$ cat src/usrt_pkg.sv
package usrt_pkg;
    // ------------------------------------------------------------
    // Register byte addresses
    // ------------------------------------------------------------
    localparam logic [7:0] ADDR_DATA    = 8'h00;
    localparam logic [7:0] ADDR_STAT_A  = 8'h04;
    localparam logic [7:0] ADDR_CTRL_B  = 8'h08;
    localparam logic [7:0] ADDR_CTRL_C  = 8'h0c;
    localparam logic [7:0] ADDR_BAUD_LO = 8'h10;
    localparam logic [7:0] ADDR_BAUD_HI = 8'h14;
    // ------------------------------------------------------------
    // Field positions
    // ------------------------------------------------------------
    localparam int SA_RXNEW = 7; // serial_status_a
    localparam int SA_TXC  = 6;
    localparam int SA_UDRE = 5;
    localparam int SA_U2X  = 1;
    localparam int CB_TXCIE = 6; // serial_control_b
    localparam int CB_UDRIE = 5;
    localparam int CB_RXEN  = 4;
    localparam int CB_TXON  = 3;
    localparam int CB_CSZ2  = 2;
    localparam int CB_RXB8  = 1;
    localparam int CB_TXD8  = 0;
    localparam int CC_MASTER = 7; // serial_control_c
    localparam int CC_SYNC   = 6;
    localparam int CC_PEN    = 5;
    localparam int CC_PODD   = 4;
    localparam int CC_STOP2  = 3;
    localparam int CC_CSZ_HI = 2;
    localparam int CC_CSZ_LO = 1;
    localparam int CC_POL    = 0;
    // ------------------------------------------------------------
    // Reset values and constants
    // ------------------------------------------------------------
    localparam logic [7:0]  CTRL_C_RST  = 8'h06;  // 8 data bits
    localparam logic [2:0]  CSZ_NINE    = 3'h7;
    localparam logic [3:0]  CSZ_BASE    = 4'h5;
    localparam logic [4:0]  OS_NORMAL   = 5'h10;
    localparam logic [4:0]  OS_DOUBLE   = 5'h08;
    localparam logic [31:0] RD_UNMAPPED = 32'h0000_0000;
    localparam logic [1:0]  HRESP_OKAY  = 2'h0;
    typedef enum logic [0:0] {TX_IDLE = 1'b0, TX_SHIFT = 1'b1} usrt_tx_st_t;
    typedef enum logic [1:0] {
        RX_IDLE = 2'b00, RX_START = 2'b01, RX_DATA = 2'b10
    } usrt_rx_st_t;
endpackage

$ cat src/usrt_top.sv
// The AHB-Lite register port and the placing of the registers were decided locally.
`timescale 1ns/1ns
// Overview of operation
// - Setting transmit enable makes the block drive the serial output pin.
// - Synchronous mode drives or samples the transfer clock pin to time bits.
// - Writing the data register loads the transmit buffer and starts a send.
// - Buffer moves to shifter when idle or right after last stop bit.
// - Data bits above the character length are dropped on write.
// - Nine-bit mode takes the ninth-bit control as data bit eight.
// - Buffer-empty flag is high while the buffer is empty, low once written.
// - Buffer-empty request is a level while flag and its enable are set.
// - Transmit-complete sets when frame is out and buffer holds nothing.
// - Transmit-complete clears on service acknowledge or a written one.
// - Transmit-complete request is raised while flag and enable are set.
// - Parity enable inserts the parity bit after data, before stop.
// - After disable, keep sending until shifter and buffer are empty.
// - Receive enable takes over the serial input pin.
// - Receive starts on a valid start bit; second stop bit is ignored.
// - First stop bit moves the character into the receive buffer.
// - Unused upper bits of a received character read as zero.
// - Baud down-counter reloads at zero or low-byte write, ticks at zero.
// - Frame is start, data LSB first, optional parity, stops; idle high.
// - Parity is xor of data bits, inverted for odd parity.
// - Receive-complete flag is high while unread data sits in the buffer.
module usrt_top (
    // Clock and reset
    input  wire logic        sys_clk,
    input  wire logic        sys_rst,
    // AHB-Lite slave
    input  wire logic        hsel,
    input  wire logic [31:0] haddr,
    input  wire logic [1:0]  htrans,
    input  wire logic        hwrite,
    input  wire logic [2:0]  hsize,
    input  wire logic        hready,
    input  wire logic [31:0] hwdata,
    output logic      [31:0] hrdata,
    output logic             hreadyout,
    output logic      [1:0]  hresp,
    // Interrupt requests and service acknowledge
    output logic             irq_buf_empty,
    output logic             irq_tx_complete,
    input  wire logic        irq_tx_complete_ack,
    // Serial pins
    output logic             serial_out_pin_o,
    output logic             serial_out_pin_oe,
    input  wire logic        serial_in_pin,
    output logic             rx_pin_owned,
    input  wire logic        transfer_clock_pin_i,
    output logic             transfer_clock_pin_o,
    output logic             transfer_clock_pin_oe
);
    import usrt_pkg::*;

    // ------------------------------------------------------------
    // Bus slave
    // ------------------------------------------------------------
    logic [7:0] addr_ff;
    logic       wr_ph_ff, rd_ph_ff, rd_rdy_ff;
    logic [31:0] hrdata_ff;
    logic       accept, wr_en, rd_cap;
    logic [31:0] rd_mux;

    assign accept    = hsel && hready && htrans[1];
    assign hreadyout = !(rd_ph_ff && !rd_rdy_ff);
    assign hresp     = HRESP_OKAY;
    assign hrdata    = hrdata_ff;
    assign wr_en     = wr_ph_ff;
    assign rd_cap    = rd_ph_ff && !rd_rdy_ff;

    always_ff @(posedge sys_clk) begin
        if (sys_rst) begin
            addr_ff   <= 8'h00;
            wr_ph_ff  <= 1'b0;
            rd_ph_ff  <= 1'b0;
            rd_rdy_ff <= 1'b0;
        end else begin
            rd_rdy_ff <= rd_cap;
            if (hreadyout) begin
                wr_ph_ff <= accept && hwrite;
                rd_ph_ff <= accept && !hwrite;
                if (accept) begin
                    addr_ff <= haddr[7:0];
                end
            end
        end
    end

    always_ff @(posedge sys_clk) begin
        if (sys_rst) begin
            hrdata_ff <= 32'h0000_0000;
        end else if (rd_cap) begin
            hrdata_ff <= rd_mux;
        end
    end

    // ------------------------------------------------------------
    // Control registers
    // ------------------------------------------------------------
    logic [7:0]  ctrl_b_ff, ctrl_c_ff;
    logic [11:0] baud_div_ff;
    logic        u2x_ff;
    logic        wr_data, wr_lo, rd_data;
    logic [2:0]  csz;
    logic [3:0]  nbits;
    logic [8:0]  cmask;

    assign wr_data = wr_en && addr_ff == ADDR_DATA;
    assign wr_lo   = wr_en && addr_ff == ADDR_BAUD_LO;
    assign rd_data = rd_cap && addr_ff == ADDR_DATA;
    assign csz     = {ctrl_b_ff[CB_CSZ2], ctrl_c_ff[CC_CSZ_HI], ctrl_c_ff[CC_CSZ_LO]};
    assign nbits   = (csz == CSZ_NINE) ? 4'h9 : CSZ_BASE + {2'b00, csz[1:0]};
    assign cmask   = 9'h1ff >> (4'h9 - nbits);

    always_ff @(posedge sys_clk) begin
        if (sys_rst) begin
            ctrl_b_ff   <= 8'h00;
            ctrl_c_ff   <= CTRL_C_RST;
            baud_div_ff <= 12'h000;
            u2x_ff      <= 1'b0;
        end else if (wr_en) begin
            case (addr_ff)
                ADDR_CTRL_B:  ctrl_b_ff <= {hwdata[7:2], 1'b0, hwdata[0]};
                ADDR_CTRL_C:  ctrl_c_ff <= hwdata[7:0];
                ADDR_BAUD_LO: baud_div_ff[7:0] <= hwdata[7:0];
                ADDR_BAUD_HI: baud_div_ff[11:8] <= hwdata[3:0];
                ADDR_STAT_A:  u2x_ff <= hwdata[SA_U2X];
                default: ;
            endcase
        end
    end

    // ------------------------------------------------------------
    // Baud generator and bit timing
    // ------------------------------------------------------------
    logic [11:0] baud_cnt_ff;
    logic        tick;
    logic [1:0]  xck_sync_ff, rxd_sync_ff;
    logic        xck_ff, xck_prev_ff;
    logic        xck_lvl, xck_rise, xck_fall, chg_ev, smp_ev;
    logic        sync_mode, master;
    logic [4:0]  os;

    assign tick      = baud_cnt_ff == 12'h000;
    assign sync_mode = ctrl_c_ff[CC_SYNC];
    assign master    = ctrl_c_ff[CC_MASTER];
    assign os        = u2x_ff ? OS_DOUBLE : OS_NORMAL;

    always_ff @(posedge sys_clk) begin
        if (sys_rst) begin
            baud_cnt_ff <= 12'h000;
        end else if (tick || wr_lo) begin
            baud_cnt_ff <= wr_lo ? {baud_div_ff[11:8], hwdata[7:0]} : baud_div_ff;
        end else begin
            baud_cnt_ff <= baud_cnt_ff - 12'h001;
        end
    end

    // Pin inputs pass two flops before any logic looks at them
    always_ff @(posedge sys_clk) begin
        if (sys_rst) begin
            xck_sync_ff <= 2'b00;
            rxd_sync_ff <= 2'b11;
        end else begin
            xck_sync_ff <= {xck_sync_ff[0], transfer_clock_pin_i};
            rxd_sync_ff <= {rxd_sync_ff[0], serial_in_pin};
        end
    end

    // Master clock toggles each tick, so one bit lasts two ticks
    always_ff @(posedge sys_clk) begin
        if (sys_rst) begin
            xck_ff      <= 1'b0;
            xck_prev_ff <= 1'b0;
        end else begin
            if (tick && sync_mode && master) begin
                xck_ff <= !xck_ff;
            end
            xck_prev_ff <= xck_lvl;
        end
    end

    assign xck_lvl  = master ? xck_ff : xck_sync_ff[1];
    assign xck_rise = sync_mode && xck_lvl && !xck_prev_ff;
    assign xck_fall = sync_mode && !xck_lvl && xck_prev_ff;
    assign chg_ev   = ctrl_c_ff[CC_POL] ? xck_fall : xck_rise;
    assign smp_ev   = ctrl_c_ff[CC_POL] ? xck_rise : xck_fall;

    // ------------------------------------------------------------
    // Transmitter
    // ------------------------------------------------------------
    usrt_tx_st_t tx_st_ff;
    logic [4:0]  tx_pre_ff;
    logic [12:0] tx_sh_ff;
    logic [3:0]  tx_cnt_ff, tx_len;
    logic [8:0]  tx_buf_ff;
    logic        tx_full_ff, txc_ff, txd_ff, tx_bit, tx_load, tx_done;
    logic [8:0]  wdat;
    logic        par;
    logic [12:0] frame;

    assign tx_bit  = sync_mode ? chg_ev : (tick && tx_pre_ff == os - 5'h01);
    assign tx_len  = 4'h2 + nbits + {3'b000, ctrl_c_ff[CC_PEN]} + {3'b000, ctrl_c_ff[CC_STOP2]};
    assign tx_done = tx_st_ff == TX_SHIFT && tx_bit && tx_cnt_ff == tx_len - 4'h1;
    assign tx_load = tx_full_ff && tx_bit && (tx_st_ff == TX_IDLE || tx_done);
    assign wdat    = {ctrl_b_ff[CB_TXD8], hwdata[7:0]} & cmask;
    assign par     = ^(tx_buf_ff & cmask) ^ ctrl_c_ff[CC_PODD];

    // Data, then parity, then stops, packed behind the start bit
    always_comb begin
        frame = 13'h1fff;
        frame[8:0] = tx_buf_ff | ~cmask;
        frame[nbits] = ctrl_c_ff[CC_PEN] ? par : 1'b1;
    end

    always_ff @(posedge sys_clk) begin
        if (sys_rst) begin
            tx_pre_ff <= 5'h00;
        end else if (tick) begin
            tx_pre_ff <= (tx_pre_ff >= os - 5'h01) ? 5'h00 : tx_pre_ff + 5'h01;
        end
    end

    always_ff @(posedge sys_clk) begin
        if (sys_rst) begin
            tx_buf_ff  <= 9'h000;
            tx_full_ff <= 1'b0;
        end else if (wr_data) begin
            tx_buf_ff  <= wdat;
            tx_full_ff <= 1'b1;
        end else if (tx_load) begin
            tx_full_ff <= 1'b0;
        end
    end

    always_ff @(posedge sys_clk) begin
        if (sys_rst) begin
            tx_st_ff  <= TX_IDLE;
            tx_sh_ff  <= 13'h1fff;
            tx_cnt_ff <= 4'h0;
            txd_ff    <= 1'b1;
        end else if (tx_load) begin
            tx_st_ff  <= TX_SHIFT;
            tx_sh_ff  <= frame;
            tx_cnt_ff <= 4'h0;
            txd_ff    <= 1'b0;
        end else begin
            case (tx_st_ff)
                TX_IDLE: txd_ff <= 1'b1;
                TX_SHIFT: begin
                    if (tx_done) begin
                        tx_st_ff <= TX_IDLE;
                        txd_ff   <= 1'b1;
                    end else if (tx_bit) begin
                        txd_ff    <= tx_sh_ff[0];
                        tx_sh_ff  <= {1'b1, tx_sh_ff[12:1]};
                        tx_cnt_ff <= tx_cnt_ff + 4'h1;
                    end
                end
                default: tx_st_ff <= TX_IDLE;
            endcase
        end
    end

    // A completion in the same cycle as a clear keeps the flag set
    always_ff @(posedge sys_clk) begin
        if (sys_rst) begin
            txc_ff <= 1'b0;
        end else if (tx_done && !tx_full_ff) begin
            txc_ff <= 1'b1;
        end else if (irq_tx_complete_ack || (wr_en && addr_ff == ADDR_STAT_A && hwdata[SA_TXC])) begin
            txc_ff <= 1'b0;
        end
    end

    // Pin stays owned until everything queued has left
    assign serial_out_pin_oe = ctrl_b_ff[CB_TXON] || tx_full_ff || tx_st_ff == TX_SHIFT;
    assign serial_out_pin_o  = txd_ff;
    assign transfer_clock_pin_oe = sync_mode && master && (serial_out_pin_oe || rx_pin_owned);
    assign transfer_clock_pin_o  = xck_ff;
    assign irq_buf_empty   = ctrl_b_ff[CB_UDRIE] && !tx_full_ff;
    assign irq_tx_complete = ctrl_b_ff[CB_TXCIE] && txc_ff;

    // ------------------------------------------------------------
    // Receiver
    // ------------------------------------------------------------
    usrt_rx_st_t rx_st_ff;
    logic [4:0]  rx_cnt_ff;
    logic [3:0]  rx_bit_ff, rx_last;
    logic [8:0]  rx_sh_ff, rx_buf_ff;
    logic        rx_full_ff, rxd, rx_smp, rx_store, rx_en;

    assign rx_en        = ctrl_b_ff[CB_RXEN];
    assign rx_pin_owned = rx_en;
    assign rxd          = rxd_sync_ff[1];
    assign rx_smp       = sync_mode ? smp_ev : (tick && rx_cnt_ff == os - 5'h01);
    assign rx_last      = nbits + {3'b000, ctrl_c_ff[CC_PEN]};
    assign rx_store     = rx_st_ff == RX_DATA && rx_smp && rx_bit_ff == rx_last;

    always_ff @(posedge sys_clk) begin
        if (sys_rst || !rx_en) begin
            rx_st_ff  <= RX_IDLE;
            rx_cnt_ff <= 5'h00;
            rx_bit_ff <= 4'h0;
            rx_sh_ff  <= 9'h000;
        end else begin
            if (tick) begin
                rx_cnt_ff <= (rx_cnt_ff >= os - 5'h01) ? 5'h00 : rx_cnt_ff + 5'h01;
            end
            case (rx_st_ff)
                RX_IDLE: begin
                    rx_bit_ff <= 4'h0;
                    rx_sh_ff  <= 9'h000;
                    if (!rxd && sync_mode && smp_ev) begin
                        rx_st_ff <= RX_DATA;
                    end else if (!rxd && !sync_mode) begin
                        rx_st_ff  <= RX_START;
                        rx_cnt_ff <= 5'h00;
                    end
                end
                // Recheck mid-bit so a glitch is not taken as a start
                RX_START: begin
                    if (tick && rx_cnt_ff == (os >> 1) - 5'h01) begin
                        rx_st_ff  <= rxd ? RX_IDLE : RX_DATA;
                        rx_cnt_ff <= 5'h00;
                    end
                end
                RX_DATA: begin
                    if (rx_smp) begin
                        if (rx_bit_ff < nbits) begin
                            rx_sh_ff[rx_bit_ff] <= rxd;
                        end
                        rx_bit_ff <= rx_bit_ff + 4'h1;
                        if (rx_store) begin
                            rx_st_ff <= RX_IDLE;
                        end
                    end
                end
                default: rx_st_ff <= RX_IDLE;
            endcase
        end
    end

    // New character wins over a read in the same cycle
    always_ff @(posedge sys_clk) begin
        if (sys_rst || !rx_en) begin
            rx_full_ff <= 1'b0;
            rx_buf_ff  <= 9'h000;
        end else if (rx_store) begin
            rx_buf_ff  <= rx_sh_ff & cmask;
            rx_full_ff <= 1'b1;
        end else if (rd_data) begin
            rx_full_ff <= 1'b0;
        end
    end

    // ------------------------------------------------------------
    // Read mux
    // ------------------------------------------------------------
    always_comb begin
        rd_mux = RD_UNMAPPED;
        case (addr_ff)
            ADDR_DATA:    rd_mux[7:0] = rx_buf_ff[7:0] & cmask[7:0];
            ADDR_STAT_A: begin
                rd_mux[SA_RXNEW] = rx_full_ff;
                rd_mux[SA_TXC]  = txc_ff;
                rd_mux[SA_UDRE] = !tx_full_ff;
                rd_mux[SA_U2X]  = u2x_ff;
            end
            ADDR_CTRL_B: begin
                rd_mux[7:0]    = ctrl_b_ff;
                rd_mux[CB_RXB8] = rx_buf_ff[8];
            end
            ADDR_CTRL_C:  rd_mux[7:0] = ctrl_c_ff;
            ADDR_BAUD_LO: rd_mux[7:0] = baud_div_ff[7:0];
            ADDR_BAUD_HI: rd_mux[3:0] = baud_div_ff[11:8];
            default: ;
        endcase
    end
endmodule // usrt_top

$ cat config.mk
export PLATFORM = sky130hd
export DESIGN_NAME = usrt_top
export DESIGN_NICKNAME = d
export VERILOG_FILES = /design/src/usrt_pkg.sv /design/src/usrt_top.sv
export SDC_FILE = /design/constraint.sdc
export NUM_CORES = 1
export LEC_CHECK = 0
export BUFFER_PORTS_ARGS = -buffer_cell sky130_fd_sc_hd__buf_2
export CORE_MARGIN = 3
export CORE_UTILIZATION = 30
export CTS_BUF_LIST = sky130_fd_sc_hd__clkbuf_4
export DETAILED_ROUTE_END_ITERATION = 7
export PLACE_DENSITY = 0.59
export REMOVE_ABC_BUFFERS = 1
export SLEW_MARGIN = 10
export SYNTH_ARGS = -nofsm -noshare
export SYNTH_HDL_FRONTEND = slang
export SYNTH_SLANG_ARGS = --single-unit
$ cat constraint.sdc
create_clock -name sys_clk -period 3.67 [get_ports sys_clk]
set_input_delay 0.734 -clock sys_clk [delete_from_list [all_inputs] [get_ports sys_clk]]
set_output_delay 0.734 -clock sys_clk [all_outputs]
set_load 0.01 [all_outputs]
* Word level (Yosys, flattened, before mapping)
Cells that the tools add are included.
Operators by class: add/subtract/negate cells 14, magnitude comparators 7, equality and inequality tests 20, shift operators 1, mux-type cells 57, bitwise gates (word level) 10, reductions and logical operators 74
Operator list (count):
- $mux 13 | 4
- $logic_and 1x1->1 | 35
- $mux 5 | 7
- $and 9x9->9 | 3
- $mux 1 | 20
- $mux 9 | 2
- $pmux 9 s2 | 1
- $eq 8x4->1 const B | 2
- $eq 8x5->1 const B | 2
- $eq 5x5->1 | 3
- $pmux 3 s5 | 1
- $reduce_and 2->1 | 7
- $bwmux 13 | 1
- $add 4x1->4 | 3
- $logic_not 12->1 | 1
- $mux 12 | 1
- $mux 2 | 6
- $reduce_bool 2->1 | 6
- $sub 12x1->12 const B | 1
- $add 5x1->5 const B | 2
- $ge 5x5->1 | 2
- $logic_not 1->1 | 10
- $lt 4x5->1 const B | 2
- $pmux 2 s5 | 1
- 42 further kinds | 60
Storage, ports and cells: register bits after elaboration 130, output and inout bits 42

* Depth between registers and ports, before layout
Gate-level depths: netlist of the first run.
depth in word-level cells 12, depth in mapped cells 14, depth with buffers taken out 11

* Worst setup path before layout of the first run
Ideal clock, no wire load.
path type register -> register, from reg ctrl_c_ff[1], to reg tx_sh_ff[9], setup time 0.133 ns, arrival time 3.673 ns, data required time 3.537 ns, setup slack -0.136 ns, stages on the path, launching flop included 15, path buffers 3, clock period less this slack 3.806 ns, path through dfxtp_1 -> ha_1 -> buf_2 -> a21boi_0 -> clkbuf_1 -> xor2_1 -> ha_1 -> fa_1 -> xnor3_1 -> nor3_1 -> a31oi_1 -> or3_1 -> buf_2 -> nor4b_4 -> a22oi_1
On the way: word-level cells in the longest chain between the ends 12, elaborated cells between the ends (all ways) 28, classes of those cells 6 x add/sub; 2 x order compare; 3 x eq/ne; 1 x shift; 6 x mux; 2 x bitwise; 8 x reduce/logical
Ends and longest elaborated chain:
- from (decl) | line usrt_top.sv:100 | logic [7:0] ctrl_b_ff, ctrl_c_ff;
- from (signal assigned) | line usrt_top.sv:124 | ADDR_CTRL_C: ctrl_c_ff <= hwdata[7:0];
- $add 3x2->4 / $eq 3x3->1 (equally long branches) | line usrt_top.sv:112 | assign nbits = (csz == CSZ_NINE) ? 4'h9 : CSZ_BASE + {2'b00, csz[1:0]};
- $mux 4 * | line usrt_top.sv:112
- $add 2x4->4 | line usrt_top.sv:203 | assign tx_len = 4'h2 + nbits + {3'b000, ctrl_c_ff[CC_PEN]} + {3'b000, ctrl_c_ff[CC_STOP2]};
- $add 4x1->4 (2 in series) | line usrt_top.sv:203
- $sub 4x1->4 | line usrt_top.sv:204 | assign tx_done = tx_st_ff == TX_SHIFT && tx_bit && tx_cnt_ff == tx_len - 4'h1;
- $eq 4x4->1 | line usrt_top.sv:204
- $logic_and 1x1->1 | line usrt_top.sv:204
- $logic_or 1x1->1 | line usrt_top.sv:205 | assign tx_load = tx_full_ff && tx_bit && (tx_st_ff == TX_IDLE || tx_done);
- $logic_and 1x1->1 | line usrt_top.sv:205
- $ne 2x2->1 (no line) / $reduce_bool 2->1 (equally long branches)
- $reduce_and 3->1 (no line)
- to (signal assigned) | line usrt_top.sv:244 | tx_sh_ff <= frame;
- to (signal assigned) | line usrt_top.sv:256 | tx_sh_ff <= {1'b1, tx_sh_ff[12:1]};
- to (decl) | line usrt_top.sv:194 | logic [12:0] tx_sh_ff;
Every way passes the cells marked *; elsewhere a longest branch is shown, timed or not. A chain may end at the register's enable or synchronous reset.

* Worst setup path after layout of the first run
from reg ctrl_c_ff[1], to reg tx_sh_ff[8]
The elaborated chain is that of the path after synthesis.

==> results of run 1 <==
-- critical path: cells and delay by family, from the launching register on --
family / cells / cell delay (ps)
flip-flops: 1 / 350
AO/OA/AOI/OAI: 4 / 790
AND/OR/NAND/NOR: 2 / 710
buffers and inverters: 2 / 380
adder cells (fa/ha/maj): 2 / 660
XOR/XNOR: 2 / 450
-- routing by layer --
| metal | vias to the layer above | GRT usage, % |
|---|---|---|
| li1 | 2806 | - |
| met5 | - | 0 |
| met2 | 143 | 21.7 |
| met1 | 2698 | 20.8 |
| met4 | 0 | 4.42 |
| met3 | 21 | 3.50 |
-- layout make-up --
class	count	area (µm²)	area share, %
multi-input combinational	591	3710	50.5
tap	275	344	4.69
sequential	130	2600	35.5
timing repair buffer	57	328	4.47
clock buffer	17	128	1.74
clock inverter	15	159	2.17
inverter	19	71.3	0.972
-- placed cells by master, fill, tap and decap left out, types with 4 or more instances in the layout --
cell type  synthesis  routed
a311oi_1           6       6
clkbuf_4           0      17
nor2_1            78      78
o22ai_1            4       4
dfxtp_1          130     130
mux2_2             7       7
nor3_1            19      18
a222oi_1           6       6
inv_1             19      19
clkinv_4           0       4
nor4_1             7       7
a221oi_1           9       9
o211ai_1          12      12
or2_2              4       4
and2_1             4       4
nor2b_1           10      10
mux2i_1           28      28
and3_1            10      10
nand2_1           84      84
nand3b_1           6       6
a21oi_1           68      68
a22oi_1            6       6
xnor2_1           13      13
nand2b_1           5       5
xor2_1            18      18
or3_1              7       7
conb_1             1      26
buf_4             27      17
o21ai_0           39      39
ha_1              22      22
buf_2              6      40
nand3_1           32      32
nand4_1            6       6
-- kinds of logic (layout without fill, tap and decap cells) --
kind of cell,after synthesis,after routing
AOI/OAI and AO/OA,182,182
adders and majority gates,24,24
other,1,26
DFF,130,130
xor gates and xnor gates,34,34
and+or+nand+nor,290,290
buffers and inverters,90,108
muxes,35,35
-- flip-flops by register name (all words and copies together) (netlist names), 5 cells and up --
signal       cells
ctrl_c_ff        8
baud_div_ff     12
rx_cnt_ff        5
rx_buf_ff        9
tx_buf_ff        9
hrdata           8
addr_ff          8
ctrl_b_ff        7
tx_sh_ff        13
tx_pre_ff        5
baud_cnt_ff     12
rx_sh_ff         9
-- stage by stage --
| step | hold slack, ps | cell area, µm² | util [%] | power [W] | cells |
|---|---|---|---|---|---|
| 2_1_floorplan | 389 | 6370 | - | 0.00199 | 740 |
| 3_3_place_gp | 398 | 7050 | 32.9 | 0.00215 | 1072 |
| 3_5_place_dp | 393 | 7050 | 32.9 | 0.00215 | 1072 |
| 4_1_cts | 331 | 7330 | 34.2 | 0.00315 | 1104 |
| 5_1_grt | 331 | 7340 | 34.3 | 0.00330 | 1104 |
| 6_report | 346 | 7340 | 34.3 | 0.00314 | 1104 |
-- power by group through the flow --
stage | combinational [W] | clock, W | sequential (W)
floorplan | 0.000428 | 0 | 0.00156
global placement | 0.000582 | 0 | 0.00157
detailed placement | 0.000582 | 0 | 0.00157
CTS | 0.000587 | 0.00102 | 0.00154
global route | 0.000659 | 0.00109 | 0.00155
finish | 0.000592 | 0.00101 | 0.00154
-- how the worst min path moves through the flow --
stage                               from             end  slack (ps)  depth (start not counted)
after global placement    rxd_sync_ff[0]  rxd_sync_ff[1]         400                          1
after global routing       serial_in_pin  rxd_sync_ff[0]         330                          2
after floorplan           rxd_sync_ff[0]  rxd_sync_ff[1]         390                          1
after detailed placement  rxd_sync_ff[0]  rxd_sync_ff[1]         390                          1
final                      serial_in_pin  rxd_sync_ff[0]         350                          2
after CTS                  serial_in_pin  rxd_sync_ff[0]         330                          2
==> flow_summary.yaml, run 1 <==
outcome:
  status: "complete, no violations"
synth:
  synth_async_sr_flop_share_pct: 0
  synth_area_um2: 6660
  synth_area_per_cell_um2: 8.47
  synth_edf_count: 0
  synth_compound_area_share_pct: 17.4
  synthTopCellsByCount: "130 x dfxtp_1, 84 x nand2_1, 78 x nor2_1"
  synth_flop_cell: "dfxtp_1"
  synth_fa_ha_area_share_pct: 4.74
  ys.warnings.count: 0
  synth_top_cell_by_area: "dfxtp_1"
  yosys.area_share.simple_pct: 21.5
  netlist-cell-type-count: 69
  synth_area_leaders: "dfxtp_1 39%, a21oi_1 5.1%, nand2_1 4.7%"
  ys_ff_latch: 130
  synthMuxAreaShare_pct: 5.39
  synth-xor-area-share_pct: 5.11
  synth_most_common_cell: "dfxtp_1"
  synth_top_area_share_pct: 39.1
  synth_top_family_by_area: "simple AND/OR/NAND/NOR gates"
  ys_seq_area_share_pct: 39.1
  syn_inst: 786
placed_design:
  hpwl_um: 13100
  detailedPlace.worstSlack_ps: 189
  globalplace.congestion: 0.796
  portBuffers: 40
critical_path:
  critPathMaxStageDelay_ps: 510
  critPathArrivalTime_ps: 3900
  start_kind: "register"
  reg2reg_to: "tx_sh_ff[8]"
  cp-endpoint: "tx_sh_ff[8]"
  reg2reg_from: "ctrl_c_ff[1]"
  critPathCaptureType: "register"
  crit_path_cell_trace: "buf_4 -> a21boi_1 -> xor2_1 -> ha_1 -> fa_1 -> xnor3_1 -> nor3_1 -> a31oi_1 -> or3_1 -> buf_4 -> a211o_1 -> o211ai_1"
  critical_path_class: "reg -> reg"
  cp.required_ps: 4150
  critPathMaxFanout: 7
  rr_worst_depth: 12
  startpoint: "ctrl_c_ff[1]"
  ff2ff_setup_slack_ps: 250
  slowest_stage: "or3_1"
  path_common_cell: "buf_4"
worst_hold_path:
  hold_path.class: "in -> reg"
power_and_ir_drop:
  pwr-share-clk_pct: 32.1
  total_leakage_power_nw: 2.73
  switching_share_pct: 32.1
  ir_drop_uv: 161
  p_int_w: 0.00213
  p_per_area_nw_per_um2: 428
  pwr-share-seq_pct: 49.1
  power_frac_comb_pct: 18.8
  p_sw_w: 0.00101
die:
  die_x_um: 155
  dieArea_um2: 24000
  initial_utilization_pct: 31.1
  std_cell_rows: 53
  io_pins: 119
  die_h_um: 155
  core_area_um2: 21400
detailed_routing:
  route.met2.wl_um: 7910
  vias_per_cell: 5.13
  route.detailed.drc: 0
  wire_per_inst_um: 16.3
  antenna_left: 0
  highest_layer: "met4"
  vias: 5668
  first_pass_iters: 5
  wl_met3_um: 949
  routed_wl_um: 18000
  drt_iter0_drc: 435
  wl_met1_um: 8740
sta:
  finalMaxSlewViolations: 0
  setup_viol: 0
  finalCriticalPeriod_ps: 3420
  tightest_slew_ps: 955
  finClkSkew_ps: 29.9
  tns_ps: 0
  maxSlewHeadroom_pct: 36.1
  hold_viol_final: 0
  setup_ws_ps: 254
  fin_crit_sh_pct: 93.1
  max_freq_mhz: 293
  grt_setup_unrepaired: "false"
clocking:
  numCtsBuffers: 17
  ctsResizeCount: 0
  clkSlewWorstSetupHoldPaths_ps: 130
  postCtsSetupBuffers: 0
  clk_path_buf_depth: 2
  cts.sink_count: 130
  cts_tree: "built"
  hold_buffers: 0
  clock_latency_ps: 570
  clockRootBuffer: "clkbuf_4"
  cts_max_level: 4
global_routing:
  grt_overflow: 0
  grt_pass1_vias: 5187
  grt_max_degree: 77
  antenna_found_initial: 1
  track_usage_pct: 14.5
  grt_pass1_wl_um: 28000
finish:
  nets: 917
  drive_above_1_share_pct: 13.1
  nFillCells: 2246
  antenna_cells: 0
  area_delta_synth_final_pct: 10.2
flow_run:
  cap_violations: 0
Note: power is estimated with default switching activity, not from simulation.
==> run 2: changes to the inputs <==
--- a/config.mk
+++ b/config.mk
@@ -5,6 +5,7 @@
 export SDC_FILE = /design/constraint.sdc
 export NUM_CORES = 1
 export LEC_CHECK = 0
+export ABC_AREA = 1
 export BUFFER_PORTS_ARGS = -buffer_cell sky130_fd_sc_hd__buf_2
 export CORE_MARGIN = 3
 export CORE_UTILIZATION = 30
@@ -16,3 +17,4 @@
 export SYNTH_ARGS = -nofsm -noshare
 export SYNTH_HDL_FRONTEND = slang
 export SYNTH_SLANG_ARGS = --single-unit
+export TNS_END_PERCENT = 30
==> run 2 against run 1 <==
Compared with the run above: synthesized cell count rose by 29%; clock skew decreased by 5.9 ps; register-to-register slack better by 290 ps; first-iteration DRC count up 1.4%; sequential power about the same; design area rose by 6.0%; clock power fell by 6%; maximum frequency increased by 9.1%; die area is 5.9% higher; highest routed layer unchanged.
==> flow_summary.yaml, run 2 <==
outcome:
  status: "complete, no violations"
finish:
  reg.largest.list: "tx_sh_ff: 13 flops, baud_cnt_ff: 12 flops, baud_div_ff: 12 flops"
  drive_above_1_share_pct: 11.3
  layout_common_cells: "191 x nand2_1, 130 x dfxtp_1, 125 x inv_1"
  area_delta_synth_final_pct: 10.1
  top_register: "tx_sh_ff"
  mostFrequentLayoutCell: "nand2_1"
  nets: 1158
  largest_reg_flops: 13
synth:
  ys.warnings.count: 0
  netlist-cell-type-count: 46
  ys_seq_area_share_pct: 36.8
  synth_async_sr_flop_share_pct: 0
  synth_area_um2: 7060
  synth_flop_cell: "dfxtp_1"
  synth_edf_count: 0
  syn_inst: 1017
  synth_area_leaders: "dfxtp_1 37%, nand2_1 10%, a21oi_1 6.8%"
  synth_top_area_share_pct: 36.8
  synthTopCellsByCount: "191 x nand2_1, 130 x dfxtp_1, 125 x inv_1"
  synth_area_per_cell_um2: 6.94
  ys_ff_latch: 130
  synth_top_cell_by_area: "dfxtp_1"
  synth_most_common_cell: "nand2_1"
sta:
  fin_hold_ws_ps: 353
  tns_ps: 0
  hold_viol_final: 0
  maxSlewHeadroom_pct: 38.5
  finalMaxSlewViolations: 0
  finalCriticalPeriod_ps: 3130
  grt_setup_unrepaired: "false"
  finClkSkew_ps: 24.0
  max_freq_mhz: 319
  setup_viol: 0
  fin_crit_sh_pct: 85.3
  tightest_slew_ps: 913
critical_path:
  crit_path_cell_trace: "ha_1 -> nand2_1 -> nand2_1 -> or2_2 -> nand2_1 -> ha_1 -> fa_1 -> a21oi_1 -> nand2_1 -> nor2_1 -> nand3_1 -> inv_1 -> nand2_2 -> nand2_2 -> nand2_4 -> inv_1 -> nand3_1 -> nand2_1 -> nand2_1"
  critical_path_class: "reg -> reg"
  cp_num_cells: 19
  critPathMaxStageDelay_ps: 450
  critPathTopFamily: "simple AND/OR/NAND/NOR gates"
  rr_worst_depth: 19
  critPathArrivalTime_ps: 3590
  cp.required_ps: 4130
  start_kind: "register"
  critPathMaxFanout: 23
  worst-path-buf-inv: 2
  critPathCaptureType: "register"
  slowest_stage: "fa_1"
  path_common_cell: "nand2_1"
clocking:
  numCtsBuffers: 17
  clkSlewWorstSetupHoldPaths_ps: 130
  clockRootBuffer: "clkbuf_4"
  ctsResizeCount: 0
  cts_max_level: 4
  cts.sink_count: 130
  clk_path_buf_depth: 2
  hold_buffers: 0
  postCtsSetupBuffers: 0
  cts_tree: "built"
  clock_latency_ps: 570
global_routing:
  antenna_found_initial: 1
  grt_max_degree: 43
  track_usage_pct: 14.8
  grt_pass1_wl_um: 30400
  grt_overflow: 0
  grt_pass1_vias: 5915
die:
  initial_utilization_pct: 30.8
  core_area_um2: 22900
  die_x_um: 159
  dieArea_um2: 25400
  io_pins: 119
  std_cell_rows: 55
  die_h_um: 159
flow_run:
  cap_violations: 0
power_and_ir_drop:
  totalPowerFinal_w: 0.00307
  p_per_area_nw_per_um2: 395
  total_leakage_power_nw: 3.40
  ir_drop_uv: 197
detailed_routing:
  drt_iter0_drc: 441
  route.detailed.drc: 0
  routed_wl_um: 18600
  wire_per_inst_um: 13.5
  antenna_left: 0
  first_pass_iters: 6
  vias_per_cell: 4.67
  vias: 6463
placed_design:
  hpwl_um: 13900
  portBuffers: 40
  globalplace.congestion: 0.857
worst_hold_path:
  holdPathStages: 2
  hold_path.class: "in -> reg"
## run 2: cell type report
| type | count | area, µm² |
|---|---|---|
| repair buffers | 54 | 318 |
| diodes | 1 | 2.50 |
| flip-flops and latches | 130 | 2600 |
| multi-input cells | 724 | 3710 |
| clock buffers | 17 | 128 |
| inverters | 130 | 489 |
| clock inverters | 15 | 135 |
| fillers | 2507 | 15100 |
| well taps | 313 | 392 |
## run 2: stage by stage
stage	cell area (µm²)	std cells	utilization, %	setup slack (ps)
floorplan	6800	984	-	473
global placement	7510	1351	32.8	572
detailed placement	7510	1351	32.8	559
CTS	7770	1383	33.9	526
global route	7780	1384	33.9	128
finish	7780	1384	33.9	540
## run 2: cell families after synthesis
group / count (synthesis) / share of synthesized area (%)
and+or+nand+nor: 442 / 28.0
xor gates and xnor gates: 17 / 2.11
AOI/OAI and AO/OA: 213 / 16.3
adders and majority gates: 24 / 4.46
other: 1 / 0.0531
DFF: 130 / 36.8
buffers and inverters: 188 / 11.9
muxes: 2 / 0.283
## run 2: worst paths after layout
path,startpoint,end,slack [ps]
max,ctrl_c_ff[1],tx_sh_ff[11],540
min,serial_in_pin,rxd_sync_ff[0],350
max reg2reg,ctrl_c_ff[1],tx_sh_ff[11],540
min reg2reg,xck_sync_ff[0],xck_sync_ff[1],420
## run 2: per-layer routing
metal / GRT usage, % / up-vias / part of all wire [%]
li1: - / 3354 / -
met1: 20.4 / 2942 / 49
met2: 23.4 / 146 / 44
met3: 3.12 / 21 / 4.4
met4: 4.66 / 0 / 1.9
met5: 0 / - / 0
## run 2: worst register-to-register path: cells and delay by family (launching register included)
kind | cells | cell delay, ps
compound gates | 1 | 160
flops | 1 | 350
buf+inv | 2 | 340
simple gates | 13 | 1360
fa+ha+maj | 3 | 840
## run 2: power breakdown
group / internal (W) / switching, W
registers: 0.00149 / 0.0000631
clock network: 0.000300 / 0.000652
logic: 0.000204 / 0.000366
==> run 3: changes to the inputs <==
--- a/config.mk
+++ b/config.mk
@@ -11,7 +11,7 @@
 export CORE_UTILIZATION = 30
 export CTS_BUF_LIST = sky130_fd_sc_hd__clkbuf_4
 export DETAILED_ROUTE_END_ITERATION = 7
-export PLACE_DENSITY = 0.59
+export PLACE_DENSITY = 0.57
 export REMOVE_ABC_BUFFERS = 1
 export SLEW_MARGIN = 10
 export SYNTH_ARGS = -nofsm -noshare
==> constraint.sdc (replaced) <==
create_clock -name sys_clk -period 3.3 [get_ports sys_clk]
set_input_delay 0.66 -clock sys_clk [delete_from_list [all_inputs] [get_ports sys_clk]]
set_output_delay 0.66 -clock sys_clk [all_outputs]
set_load 0.01 [all_outputs]
==> run 3 against run 2 <==
Compared with the run above: sequential power grew 11%; clock skew about the same; largest cell class unchanged; non-clock buffer count increased by 5; flip-flop and latch count stayed put; design area up 1.3%; worst setup slack worse by 250 ps; hold slack got worse by 72 ps; die area stayed put; largest power group unchanged; clock-buffer cell count is the same; register-to-register slack worse by 250 ps; via count fell by 1.1%.
==> flow_summary.yaml, run 3 (same netlist as run 2, synthesis figures left out) <==
finish:
  area_delta_synth_final_pct: 11.5
  largest_reg_flops: 13
  mostFrequentLayoutCell: "nand2_1"
  reg.largest.list: "tx_sh_ff: 13 flops, baud_cnt_ff: 12 flops, baud_div_ff: 12 flops"
  layout_common_cells: "191 x nand2_1, 130 x dfxtp_1, 122 x inv_1"
  drive_above_1_share_pct: 12.1
  final_area_um2: 7880
  nets: 1163
  nFillCells: 2476
  final_core_util_pct: 34.4
  top_register: "tx_sh_ff"
  multi_input_area_um2: 3730
  layout.area.seq_um2: 2600
placed_design:
  portBuffers: 40
  hpwl_um: 14200
  post_dp_cell_area_um2: 7520
  globalplace.congestion: 0.836
detailed_routing:
  vias: 6393
  first_pass_iters: 5
  wire_per_inst_um: 13.7
  routed_wl_um: 19000
  antenna_left: 0
  drt_iter0_drc: 475
  vias_per_cell: 4.60
  route.detailed.drc: 0
global_routing:
  grt_max_degree: 55
  grt_pass1_vias: 5985
  antenna_found_initial: 1
  track_usage_pct: 15.1
  grt_pass1_wl_um: 31100
  grt_overflow: 0
sta:
  hold_viol_final: 0
  grt_setup_unrepaired: "true"
  finalCriticalPeriod_ps: 3010
  fin_crit_sh_pct: 91.1
  finalMaxSlewViolations: 0
  max_freq_mhz: 333
  finClkSkew_ps: 23.9
  setup_viol: 0
  tightest_slew_ps: 873
  maxSlewHeadroom_pct: 41.3
worst_hold_path:
  hold_path.class: "in -> reg"
clocking:
  numCtsBuffers: 17
  cts_tree: "built"
  clkSlewWorstSetupHoldPaths_ps: 130
  clock_latency_ps: 560
  clockRootBuffer: "clkbuf_4"
  cts.sink_count: 130
  cts_max_level: 4
  clk_path_buf_depth: 2
die:
  dieArea_um2: 25400
  die_x_um: 159
  std_cell_rows: 55
  die_h_um: 159
  io_pins: 119
  initial_utilization_pct: 30.8
  core_area_um2: 22900
critical_path:
  start_kind: "register"
  critical_path_class: "reg -> reg"
  critPathArrivalTime_ps: 3460
  critPathCaptureType: "register"
  critPathMaxFanout: 23
  cp.required_ps: 3760
flow_run:
  cap_violations: 0
power_and_ir_drop:
  ir_drop_uv: 199
  p_per_area_nw_per_um2: 454
  total_leakage_power_nw: 3.44
outcome:
  status: "complete, no violations"
-- run 3: cell count changes in the layout (fill, tap and decap cells not counted), sizes merged --
cell,delta
bufinv,+2
buf,+5
inv,-3
clkinv,+1
-- run 3: where the power goes --
group | internal (W) | leakage (nW) | switching (W)
sequential | 0.00165 | 1.05 | 0.0000686
combinational | 0.000232 | 2.21 | 0.000417
clock | 0.000489 | 0.169 | 0.000718
total | 0.00237 | 3.44 | 0.00120
-- run 3: layout make-up --
cell class | instances | area share [%]
antenna | 1 | 0.0318
timing repair buffer | 59 | 4.35
multi-input combinational | 724 | 47.4
inverter | 130 | 6.21
sequential | 130 | 33.0
clock inverter | 15 | 2.41
clock buffer | 17 | 1.62
tap | 313 | 4.97
-- run 3: metal layers --
metal	wire length [µm]	global-route usage, %	part of all wire, %
met3	1030	2.99	5.4
met5	0	0	0
met4	214	4.02	1.1
met1	9010	20.3	47
met2	8720	24.9	46
-- run 3: worst max-delay path: stages (launching register included) --
cell	delay [ps]
dfxtp_1	340
ha_1	210
nand2_1	70
nand2_1	50
or2_2	320
nand2_1	80
ha_1	180
fa_1	440
a21oi_1	170
nand2_1	60
nor2_1	120
nand3_2	130
inv_2	100
nand2_2	70
nand2_4	110
nand2_8	130
inv_2	120
nand3_1	80
nand2_1	80
nand2_1	40
-- run 3: final timing paths --
path,startpoint,to,slack [ps],cells past startpoint
setup reg to reg,ctrl_c_ff[1],tx_sh_ff[10],290,19
hold reg to reg,rxd_sync_ff[0],rxd_sync_ff[1],420,1
hold / removal,serial_in_pin,rxd_sync_ff[0],280,2
setup / recovery,ctrl_c_ff[1],tx_sh_ff[10],290,19
-- run 3: timing repair --
item / CTS / global route
hold buffers: 0 / 0
endpoints found under the setup margin: 0 / 16
gates resized for setup: 0 / 5
setup buffers: 0 / 2
-- run 3: metrics by stage --
stage	std cells	hold slack (ps)	setup TNS [ps]	power, W	setup slack (ps)
4_1_cts	1386	236	0	0.00363	165
3_3_place_gp	1354	397	0	0.00240	202
3_5_place_dp	1354	393	0	0.00241	208
2_1_floorplan	984	388	0	0.00222	103
6_report	1389	280	0	0.00358	295
5_1_grt	1389	248	-8.13	0.00378	-4.43
